**src/cmb_params.svh**
```systemverilog
`ifndef CMB_PARAMS_SVH
`define CMB_PARAMS_SVH

// register word indices (the byte offset is index * 4)
`define CMB_IDX_IDENT0    4'h0
`define CMB_IDX_IDENT1    4'h1
`define CMB_IDX_IDENT2    4'h2
`define CMB_IDX_IDENT3    4'h3
`define CMB_IDX_PAYLOAD0  4'h4
`define CMB_IDX_PAYLOAD7  4'hb
`define CMB_IDX_LENGTH    4'hc
`define CMB_IDX_CTRL      4'hd
`define CMB_IDX_STATUS    4'he
`define CMB_IDX_RXID      4'hf

// field positions in ident_byte_one
`define CMB_RTR_BIT       4
`define CMB_IDE_BIT       3

`define CMB_MAX_BYTES     4'h8
`define CMB_STD_ID_BITS   11
`define CMB_EXT_ID_BITS   29

`endif

```
**src/cmb_pkg.sv**
```systemverilog
package cmb_pkg;
  typedef enum logic [2:0] {
    CMB_IDLE,
    CMB_ID,
    CMB_CTL,
    CMB_DLC,
    CMB_DATA,
    CMB_DONE
  } cmb_state_t;
endpackage : cmb_pkg

```
**src/cmb_buffer.sv**
```systemverilog
// Function
// in standard format the identifier is 11 bits and goes out msb first.
// identifier bits 10..3 sit in ident byte zero and bits 2..0 in bits 7..5 of ident byte one.
// the smallest identifier value has the highest arbitration priority.
// bit 4 of ident byte one is the remote flag, stored on receive and sent on transmit, 0 meaning data frame; extended frames use bit 0 of ident byte three.
// bit 3 of ident byte one is the format flag, recorded on receive and selecting 11 or 29 bits on transmit.
// eight payload byte registers hold the transmitted or received payload in buffer order; the code stores no payload of received extended frames.
// only as many payload bytes as the length code says are sent or received.
// a remote frame carries the programmed length code unchanged and no payload bytes.
// data frame payload counts lie in 0 to 8 and software programs lengths within that range.
// with the format flag set the four ident bytes are read as a 29-bit identifier.
// the length code is a 4-bit binary count equal to the byte count for 0 to 8.
// in standard format ident bytes two and three are ignored when building a frame.
`timescale 1ns/10ps
`include "cmb_params.svh"
module cmb_buffer (
  input  wire logic        sys_clk,
  input  wire logic        rstn,
  input  wire logic        hsel,
  input  wire logic [7:0]  haddr,
  input  wire logic [1:0]  htrans,
  input  wire logic        hwrite,
  input  wire logic [2:0]  hsize,
  input  wire logic [31:0] hwdata,
  input  wire logic        hready,
  output logic      [31:0] hrdata,
  output logic             hreadyout,
  output logic             hresp,
  // serial frame stream, one bit per tx_bit_en
  input  wire logic        tx_bit_en,
  output logic             tx_bit,
  output logic             tx_bit_valid,
  output logic             tx_busy,
  // byte-wide receive port from the bit engine
  input  wire logic        rx_hdr_valid,
  input  wire logic [28:0] rx_ident,
  input  wire logic        rx_ext,
  input  wire logic        rx_remote,
  input  wire logic [3:0]  rx_length,
  input  wire logic        rx_byte_valid,
  input  wire logic [7:0]  rx_byte,
  input  wire logic        rx_done
);
  typedef struct packed {
    cmb_pkg::cmb_state_t st;
    logic [3:0][7:0] ident;
    logic [7:0]  length_code;
    logic [5:0]  cnt;
    logic [2:0]  byte_idx;
    logic [3:0]  rx_cnt;
    logic        mode_rx;
    logic        rx_full;
    logic        tx_done;
    logic        dph;
    logic        dph_wr;
    logic [3:0]  dph_idx;
    logic        rd_pend;
    logic [31:0] rdata;
    logic [7:0]  txbyte;
  } cmb_reg_t;

  cmb_reg_t r;
  cmb_reg_t next_r;

  logic       mem_sw_we;
  logic [2:0] mem_sw_addr;
  logic       mem_hw_we;
  logic [2:0] mem_hw_addr;
  logic [2:0] mem_rd_addr;
  logic [7:0] mem_rd_data;
  logic       addr_phase;
  logic       go_tx;
  logic [3:0] payload_cnt;
  logic [28:0] tx_ident;
  logic       tx_ext;
  logic       tx_remote;
  logic [5:0] id_len;

  assign addr_phase = hsel && htrans[1] && hready;

  // transmit identifier: extended mapping only when the format flag is set
  assign tx_ext    = r.ident[1][`CMB_IDE_BIT];
  assign tx_remote = tx_ext ? r.ident[3][0] : r.ident[1][`CMB_RTR_BIT];
  always_comb
  begin
    if (tx_ext)
      tx_ident = {r.ident[0], r.ident[1][7:5], r.ident[1][2:0], r.ident[2], r.ident[3][7:1]};
    else  // see R2
      tx_ident = {18'h00000, r.ident[0], r.ident[1][7:5]};
  end
  assign id_len = tx_ext ? 6'(`CMB_EXT_ID_BITS) : 6'(`CMB_STD_ID_BITS);

  // payload count from the plain binary length code, clamped at eight
  always_comb
  begin
    if (tx_remote)
      payload_cnt = 4'h0;
    else if (r.length_code[3:0] > `CMB_MAX_BYTES)
      payload_cnt = `CMB_MAX_BYTES;  // see R9
    else
      payload_cnt = r.length_code[3:0];
  end

  assign go_tx = r.dph && r.dph_wr && r.dph_idx == `CMB_IDX_CTRL && hwdata[0];

  always_comb
  begin
    next_r = r;
    mem_sw_we   = 1'b0;
    mem_sw_addr = 3'(r.dph_idx - `CMB_IDX_PAYLOAD0);
    mem_hw_we   = 1'b0;
    mem_hw_addr = r.rx_cnt[2:0];
    mem_rd_addr = r.byte_idx;
    next_r.dph = addr_phase;
    next_r.rd_pend = 1'b0;
    if (addr_phase)
    begin
      next_r.dph_wr  = hwrite;
      next_r.dph_idx = haddr[5:2];
    end
    if (r.dph && r.dph_wr)
    begin
      if (r.dph_idx <= `CMB_IDX_IDENT3)
        next_r.ident[r.dph_idx[1:0]] = hwdata[7:0];
      else if (r.dph_idx <= `CMB_IDX_PAYLOAD7)
        mem_sw_we = 1'b1;
      else if (r.dph_idx == `CMB_IDX_LENGTH)
        next_r.length_code = {4'h0, hwdata[3:0]};
      else if (r.dph_idx == `CMB_IDX_CTRL)
        next_r.mode_rx = hwdata[1];
      else if (r.dph_idx == `CMB_IDX_STATUS)
      begin
        if (hwdata[0])
          next_r.tx_done = 1'b0;
        if (hwdata[1])
          next_r.rx_full = 1'b0;
      end
    end
    // read: payload reads while idle take one extra cycle through the byte memory
    if (r.dph && !r.dph_wr && r.st == cmb_pkg::CMB_IDLE && !r.rd_pend
        && r.dph_idx >= `CMB_IDX_PAYLOAD0 && r.dph_idx <= `CMB_IDX_PAYLOAD7)
    begin
      mem_rd_addr   = 3'(r.dph_idx - `CMB_IDX_PAYLOAD0);
      next_r.rd_pend = 1'b1;
      next_r.dph     = 1'b1;
    end
    unique case (r.st)
      cmb_pkg::CMB_IDLE:
      begin
        if (go_tx && !r.mode_rx)
        begin
          next_r.st  = cmb_pkg::CMB_ID;
          next_r.cnt = id_len - 6'h01;
          next_r.byte_idx = 3'h0;
        end
      end
      cmb_pkg::CMB_ID:
        if (tx_bit_en)
        begin
          // msb first so a lower value wins a wired-and arbitration
          if (r.cnt == 6'h00)  // see R1
          begin
            next_r.st  = cmb_pkg::CMB_CTL;
            next_r.cnt = 6'h01;
          end
          else
            next_r.cnt = r.cnt - 6'h01;
        end
      cmb_pkg::CMB_CTL:
        if (tx_bit_en)
        begin
          if (r.cnt == 6'h00)
          begin
            next_r.st  = cmb_pkg::CMB_DLC;
            next_r.cnt = 6'h03;
          end
          else
            next_r.cnt = r.cnt - 6'h01;
        end
      cmb_pkg::CMB_DLC:
        if (tx_bit_en)
        begin
          if (r.cnt == 6'h00)
          begin
            next_r.cnt = 6'h07;
            next_r.txbyte = mem_rd_data;
            next_r.byte_idx = 3'h1;
            next_r.st  = (payload_cnt == 4'h0) ? cmb_pkg::CMB_DONE : cmb_pkg::CMB_DATA;  // see R7
          end
          else
            next_r.cnt = r.cnt - 6'h01;
        end
      cmb_pkg::CMB_DATA:
        if (tx_bit_en)
        begin
          if (r.cnt == 6'h00)
          begin
            next_r.cnt = 6'h07;
            next_r.txbyte = mem_rd_data;
            next_r.byte_idx = 3'(r.byte_idx + 3'h1);
            if ({1'b0, r.byte_idx} == payload_cnt || r.byte_idx == 3'h0)
              next_r.st = cmb_pkg::CMB_DONE;
          end
          else
            next_r.cnt = r.cnt - 6'h01;
        end
      cmb_pkg::CMB_DONE:
      begin
        next_r.tx_done = 1'b1;
        next_r.st = cmb_pkg::CMB_IDLE;
      end
      default:
        next_r.st = cmb_pkg::CMB_IDLE;
    endcase
    // receive path, only in receive mode
    if (r.mode_rx && rx_hdr_valid)
    begin
      next_r.rx_cnt = 4'h0;
      if (rx_ext)
      begin
        next_r.ident[0] = rx_ident[28:21];
        next_r.ident[1] = {rx_ident[20:18], 1'b1, 1'b1, rx_ident[17:15]};
        next_r.ident[2] = rx_ident[14:7];
        next_r.ident[3] = {rx_ident[6:0], rx_remote};
      end
      else  // see R2 see R4
      begin
        next_r.ident[0] = rx_ident[10:3];
        next_r.ident[1] = {rx_ident[2:0], rx_remote, 1'b0, 3'h0};
      end
      next_r.length_code = {4'h0, rx_length};
    end
    if (r.mode_rx && rx_byte_valid && r.rx_cnt < r.length_code[3:0]
        && r.rx_cnt < `CMB_MAX_BYTES && !r.ident[1][`CMB_RTR_BIT])  // see R7
    begin
      mem_hw_we = 1'b1;
      next_r.rx_cnt = r.rx_cnt + 4'h1;
    end
    if (r.mode_rx && rx_done)
      next_r.rx_full = 1'b1;
    // captured at the address phase so the word already stands in the data phase
    next_r.rdata = 32'h0;
    if (addr_phase && !hwrite)
    begin
      if (haddr[5:2] <= `CMB_IDX_IDENT3)
        next_r.rdata = {24'h0, next_r.ident[haddr[3:2]]};
      else if (haddr[5:2] <= `CMB_IDX_PAYLOAD7)
        next_r.rdata = {24'h0, mem_rd_data};
      else if (haddr[5:2] == `CMB_IDX_LENGTH)
        next_r.rdata = {24'h0, next_r.length_code};
      else if (haddr[5:2] == `CMB_IDX_CTRL)
        next_r.rdata = {30'h0, next_r.mode_rx, 1'b0};
      else if (haddr[5:2] == `CMB_IDX_STATUS)
        next_r.rdata = {29'h0, next_r.st != cmb_pkg::CMB_IDLE, next_r.rx_full, next_r.tx_done};
      else
        next_r.rdata = {3'h0, tx_ident};
    end
  end

  always_ff @(posedge sys_clk or negedge rstn)
  begin
    if (!rstn)
      r <= '0;
    else
      r <= next_r;
  end

  cmb_bytes #(.DEPTH(8)) u_bytes (
    .sys_clk  (sys_clk),
    .rstn     (rstn),
    .sw_we    (mem_sw_we),
    .sw_addr  (mem_sw_addr),
    .sw_wdata (hwdata[7:0]),
    .hw_we    (mem_hw_we),
    .hw_addr  (mem_hw_addr),
    .hw_wdata (rx_byte),
    .rd_addr  (mem_rd_addr),
    .rd_data  (mem_rd_data)
  );

  // payload read stalls one cycle while idle; writes, other reads and payload reads during a transmit are zero wait
  assign hreadyout = !(r.dph && !r.dph_wr && !r.rd_pend && r.st == cmb_pkg::CMB_IDLE
                       && r.dph_idx >= `CMB_IDX_PAYLOAD0 && r.dph_idx <= `CMB_IDX_PAYLOAD7);
  assign hresp  = 1'b0;
  assign hrdata = (r.rd_pend) ? {24'h0, mem_rd_data} : r.rdata;

  always_comb
  begin
    tx_bit = 1'b1;
    unique case (r.st)
      cmb_pkg::CMB_ID:   tx_bit = tx_ident[r.cnt[4:0]];
      cmb_pkg::CMB_CTL:  tx_bit = (r.cnt == 6'h01) ? tx_remote : tx_ext;
      cmb_pkg::CMB_DLC:  tx_bit = r.length_code[r.cnt[1:0]];
      cmb_pkg::CMB_DATA: tx_bit = r.txbyte[r.cnt[2:0]];
      default:           tx_bit = 1'b1;
    endcase
  end
  assign tx_bit_valid = tx_bit_en && r.st != cmb_pkg::CMB_IDLE && r.st != cmb_pkg::CMB_DONE;
  assign tx_busy      = r.st != cmb_pkg::CMB_IDLE;
endmodule : cmb_buffer

```
**src/cmb_bytes.sv**
```systemverilog
`timescale 1ns/10ps
// eight payload byte registers, two write ports, registered read
module cmb_bytes #(
  parameter int DEPTH = 8
) (
  input  wire logic                     sys_clk,
  input  wire logic                     rstn,
  input  wire logic                     sw_we,
  input  wire logic [$clog2(DEPTH)-1:0] sw_addr,
  input  wire logic [7:0]               sw_wdata,
  input  wire logic                     hw_we,
  input  wire logic [$clog2(DEPTH)-1:0] hw_addr,
  input  wire logic [7:0]               hw_wdata,
  input  wire logic [$clog2(DEPTH)-1:0] rd_addr,
  output logic      [7:0]               rd_data
);
  logic [7:0] mem [DEPTH];

  genvar g;
  generate
    for (g = 0; g < DEPTH; g++)
    begin : g_byte
      always_ff @(posedge sys_clk or negedge rstn)
      begin
        if (!rstn)
          mem[g] <= 8'h00;
        // hardware reception wins over a simultaneous software write
        else if (hw_we && hw_addr == g)
          mem[g] <= hw_wdata;
        else if (sw_we && sw_addr == g)
          mem[g] <= sw_wdata;
      end
    end
  endgenerate

  always_ff @(posedge sys_clk or negedge rstn)
  begin
    if (!rstn)
      rd_data <= 8'h00;
    else
      rd_data <= mem[rd_addr];
  end
endmodule : cmb_bytes

```
**config.mk**
```make
export PLATFORM = sky130hd
export DESIGN_NAME = cmb_buffer
export DESIGN_NICKNAME = d
export VERILOG_FILES = /design/src/cmb_pkg.sv /design/src/cmb_buffer.sv /design/src/cmb_bytes.sv
export VERILOG_INCLUDE_DIRS = /design/src
export SDC_FILE = /design/constraint.sdc
export NUM_CORES = 1
export LEC_CHECK = 0
export BUFFER_PORTS_ARGS = -buffer_cell sky130_fd_sc_hd__buf_2
export CAP_MARGIN = 5
export CORE_MARGIN = 1
export CORE_UTILIZATION = 45
export DETAILED_ROUTE_END_ITERATION = 16
export PLACE_DENSITY_LB_ADDON = 0.1
export SYNTH_ARGS = -nofsm -noshare
export SYNTH_HDL_FRONTEND = slang
export SYNTH_SLANG_ARGS = --single-unit
export TNS_END_PERCENT = 30
```
**constraint.sdc**
```tcl
create_clock -name sys_clk -period 6.2 [get_ports sys_clk]
set_input_delay 0.31 -clock sys_clk [delete_from_list [all_inputs] [get_ports sys_clk]]
set_output_delay 0.31 -clock sys_clk [all_outputs]
set_load 0.005 [all_outputs]
```
* Yosys cells after proc, flatten, opt, wreduce, memory -nomap -nowiden
Cells that the tools add are included.
** Cells by class
- Add/subtract/negate cells :: 5
- Order comparisons :: 15
- Eq/ne operators :: 35
- Mux-type cells :: 96
- Bitwise gates (word level) :: 1
- Reduce and logical (&&, ||, !) cells :: 71
** Operators with widths (number)
- $mux 29 :: 7
- $mux 8 :: 23
- $mux 40 :: 2
- $mux 32 :: 2
- $mux 3 :: 17
- $logic_and 1x1->1 :: 41
- $bwmux 32 :: 1
- $mux 16 :: 2
- $eq 3x3->1 const B :: 10
- $mux 6 :: 5
- $pmux 6 s5 :: 1
- $mux 9 :: 3
- $bmux 8 s3 :: 1
- $eq 4x4->1 const B :: 6
- $eq 3x2->1 const B :: 6
- $reduce_bool 2->1 :: 9
- $mux 1 :: 17
- $bmux 8 s2 :: 1
- $demux 8 s2 :: 1
- $mux 4 :: 4
- $pmux 3 s5 :: 1
- $ne 2x2->1 const B :: 7
- $logic_not 3->1 :: 4
- $reduce_and 6->1 :: 2
- other kinds (37) :: 50
** Word-level totals
- Register bits after elaboration :: 178
- Input bits :: 97
- Output and inout bits :: 37
- Word-level logic and storage cells :: 250

* Depth between registers and ports, before layout
- Word-level depth :: 16
- Mapped depth :: 10
- Gate-level depth less buffers :: 9

* By module
Synthesis repeated with hierarchy kept, for this count alone.
** Second synthesis, totals
- Cell total of the unflattened synthesis :: 1093
- Area total of the unflattened synthesis :: 10711.5 um2
** By module, submodules not included
- cmb_buffer :: times used 1, cells an instance 749, area an instance 6849.1 um2, sequential area each 2577.5 um2
- cmb_bytes :: times used 1, cells an instance 344, area an instance 3862.5 um2, sequential area each 1801.7 um2

* Worst setup path after synthesis
OpenSTA, ideal clock, no wires.
- Kind :: reg-to-reg
- Start point :: register r[57] (netlist bit)
- End point :: register r[10] (netlist bit)
- Library setup time :: 0.136 ns
- Data arrival time :: 2.293 ns
- Required time :: 6.064 ns
- Setup slack :: 3.771 ns
- Stages on the path, launching flop included :: 11
- Period minus slack after synthesis :: 2.429 ns
- Path through :: dfrtp_1 -> buf_2 -> buf_2 -> inv_1 -> ha_1 -> nor4bb_1 -> nand2_1 -> a21boi_0 -> nand4_1 -> a222oi_1 -> o32ai_1
** RTL lines
- start, declared :: line cmb_buffer.sv:62 : cmb_reg_t r;
- start signal, assigned :: line cmb_buffer.sv:265 : r <= next_r;

* Final worst setup path
- Start point :: register r[58] (netlist bit)
- End point :: output tx_bit
** On the way
- Word-level cells in the longest chain between the ends :: 3
- Elaborated cells between the ends (all ways) :: 9
- Those cells by class :: eq/ne (1); mux (8)
** Ends and longest elaborated chain
- $bmux 1 s5 (tied with other cells) :: line cmb_buffer.sv:291 : cmb_pkg::CMB_ID: tx_bit = tx_ident[r.cnt[4:0]];
- $mux 1 (on tied branches)
- $pmux 1 s4 (*) :: line cmb_buffer.sv:290 : unique case (r.st)
- end, declared :: line cmb_buffer.sv:31 : output logic tx_bit,
Mark *: on every way between the ends. The rest lies on a longest branch, timed or not. The select of a mux whose other input is x is not followed.

==> flow_summary.ini <==
[routing]
wirelength_mm = 30.5
drt_first_iter_violations = 583
count_of_unresolved_drc_violations_after_routing = 0
final_antenna_net_count = 0
via_count = 7938
drt-vias-per-instance = 5.82
avgRoutedWirePerCell_um = 22.4
detailedRoute.firstPassIterationCount = 5

[logic_synthesis]
async_flop_share = 1.00
synth-warning-count = 0
synth.avg_cell_area_um2 = 10.8
synth.ff_latch_count = 175
syn_inst = 971
post_synth_instance_area_um2 = 10500
synth_simple_gate_area_frac = 0.131
synth_top_family_by_area = multiplexers
synth_edf_count = 0
seq_area_frac_synth = 0.416
postSynth.topFlopCell = sky130_fd_sc_hd__dfrtp_1
synth-xor-area-share = 0.00333
synthAdderAreaFrac = 0.0219
synthDistinctLibCells = 74
synth_compound_area_frac = 0.120
synth.area.mux_share = 0.267

[timing]
period_utilization = 0.524
final_max_slew_viol_count = 0
timing.slew.headroom = 0.196
max_freq_ghz = 0.308
setup_viol = 0
worst_pin_slew_ps = 1200
final-hold-violation-count = 0
clock_skew_after_layout_ps = 12.9
setup_tns_ps = 0
grt_setup_unrepaired = no
post_route_hold_slack_ps = 152
min_period_ps = 3250

[die]
placementRows = 55
die_height_um = 155
die-area_um2 = 24000
num_io_pins = 134
die_w_um = 155
initial_core_util = 0.462
core_region_area_um2 = 22800

[power_and_ir_drop]
max-vdd-ir-drop_uv = 183
cellPowerDensity_nw_per_um2 = 372
fin_total_pwr_mw = 4.37
power_leakage_nw = 5.50

[layout]
post-route-cell-area_um2 = 11700
layout-drive-gt1-share = 0.323
total_inserted_antenna_cells = 0
area.growth.synth_to_final_pct = 11.5
nets = 1151
layout.cells.most_common = sky130_fd_sc_hd__dfrtp_1
share_of_the_core_filled_with_cells_in_the_final_layout = 0.515
final_cell_mix = 175 x sky130_fd_sc_hd__dfrtp_1, 147 x sky130_fd_sc_hd__mux2_2, 96 x sky130_fd_sc_hd__buf_2
filler_cell_count = 2104

[cts]
clock_sinks = 175
cts.root.buffer_cell = sky130_fd_sc_hd__clkbuf_16
cts_max_level = 4
post_cts.resized_instances = 0
cts_tree = built
worst_skew_pair_later_pin_latency_ps = 440
cts-root-to-sink-buffers = 2
cts_inserted_buffers = 17
cts.clk_slew.worst_paths_ps = 70

[setup_path]
timing.critical_path.from_type = flop
worstPathRequired_ps = 5890
arrival_ps = 2940
critical_path.endpoint_type = primary output
crit_type = reg -> out
critical_path_peak_fanout = 12

[global_routing]
vias_in_the_first_global_route = 7725
grt_resource_usage_total = 0.262
grt_start_max_net_pins = 73
overflow = 0
antenna_violations_before_repair = 0
grt_first_pass_wirelength_mm = 47.0

[place]
port_buffers = 97
detailed_place.area_um2 = 11200
dp_hpwl_mm = 21.8
routabilityCongestion = 0.940

[hold_path]
hold_class = in -> reg

[run_status]
outcome = finished clean

[job]
max-cap-violations = 0
-- sequential cells by signal, indices dropped and copies added (netlist names) --
name	count
r	100
u_bytes.mem	64
u_bytes.rd_data	8
mem_hw_addr	3
-- critical path, cell delays in order (launching register included) --
cell	delay (ps)
sky130_fd_sc_hd__dfrtp_1	780
sky130_fd_sc_hd__clkinv_1	440
sky130_fd_sc_hd__ha_1	300
sky130_fd_sc_hd__nand3_1	80
sky130_fd_sc_hd__mux2_2	330
sky130_fd_sc_hd__a21oi_1	140
sky130_fd_sc_hd__a311oi_1	70
sky130_fd_sc_hd__o22ai_1	220
sky130_fd_sc_hd__buf_2	150
-- per-layer routing --
metal,GRT usage,vias to the layer above,routed length [µm]
met5,0,-,0
met4,0.105,0,975
met3,0.0326,49,1400
met2,0.433,260,14700
met1,0.350,3917,13400
li1,-,3712,-
-- path summary, 6_finish.rpt --
kind,start,slack (ps),depth (start not counted),endpoint
min reg2reg,r[47],480,2,r[47]
max reg2reg,r[105],3070,7,u_bytes.rd_data[4]
min,rx_ident[12],150,3,r[92]
max in group asynchronous,rstn,4520,3,u_bytes.mem[62]
min in group asynchronous,rstn,470,2,r[62]
max,r[58],2950,8,tx_bit
-- layout make-up --
cell class	count	area [µm²]	area share
Clock inverter	11	120	0.0102
Clock buffer	20	457	0.0389
Sequential cell	175	4380	0.373
Multi-Input combinational cell	713	5730	0.488
Tap cell	313	392	0.0334
Inverter	24	90.1	0.00767
Timing Repair Buffer	107	569	0.0485
-- logic make-up after synthesis --
family          count (synthesis)
buf+inv                        86
compound gates                187
xor+xnor                        4
simple gates                  261
fa+ha+maj                      19
mux                           238
other cells                     1
flops                         175
-- repair_timing --
action,4_1_cts,5_1_grt
hold endpoints to repair,70,0
hold buffers,1,0
endpoints found under the setup margin,0,0
setup buffers,0,0
-- through the flow --
stage / setup WS (ps) / cells
floorplan: 3770 / 974
global placement: 3130 / 1331
detailed placement: 3090 / 1331
CTS: 2950 / 1363
global route: 2790 / 1363
finish: 2950 / 1363
-- cell usage after synthesis (3+ instances only) --
master                     number  area, µm²
sky130_fd_sc_hd__a211oi_1      14        105
sky130_fd_sc_hd__a21o_1         4       30.0
sky130_fd_sc_hd__a21oi_1       51        255
sky130_fd_sc_hd__a221oi_1      11       96.3
sky130_fd_sc_hd__a311oi_1       5       43.8
sky130_fd_sc_hd__a31oi_1       17        106
sky130_fd_sc_hd__and2_1        24        150
sky130_fd_sc_hd__and3_1        13       81.3
sky130_fd_sc_hd__and3_2         3       22.5
sky130_fd_sc_hd__and3_4         3       33.8
sky130_fd_sc_hd__buf_1          4       15.0
sky130_fd_sc_hd__buf_12         3       60.1
sky130_fd_sc_hd__buf_2         11       55.1
sky130_fd_sc_hd__buf_4          4       30.0
sky130_fd_sc_hd__buf_6          4       45.0
sky130_fd_sc_hd__clkbuf_1      36        135
sky130_fd_sc_hd__dfrtp_1      175       4380
sky130_fd_sc_hd__ha_1          16        200
sky130_fd_sc_hd__inv_1         22       82.6
sky130_fd_sc_hd__maj3_1         3       30.0
sky130_fd_sc_hd__mux2_2       147       1660
sky130_fd_sc_hd__mux2_4        24        360
sky130_fd_sc_hd__mux2i_1       57        571
sky130_fd_sc_hd__mux4_2         8        180
sky130_fd_sc_hd__nand2_1       51        191
sky130_fd_sc_hd__nand2b_1       7       43.8
sky130_fd_sc_hd__nand3_1       26        130
sky130_fd_sc_hd__nand4_1       11       68.8
sky130_fd_sc_hd__nor2_1        62        233
sky130_fd_sc_hd__nor2b_1       29        181
sky130_fd_sc_hd__nor3_1         7       35.0
sky130_fd_sc_hd__nor4_1         3       18.8
sky130_fd_sc_hd__o211ai_1       4       30.0
sky130_fd_sc_hd__o21ai_0       28        140
sky130_fd_sc_hd__o221ai_1       7       61.3
sky130_fd_sc_hd__o22ai_1       15       93.8
sky130_fd_sc_hd__o31ai_1        6       45.0
sky130_fd_sc_hd__or2_2          4       25.0
sky130_fd_sc_hd__xnor2_1        3       26.3
-- power breakdown --
group / switching, mW / internal (mW)
clock: 0.501 / 0.586
sequential: 0.332 / 1.43
combinational: 0.782 / 0.739
total: 1.61 / 2.76
(Power assumes the default switching activity.)
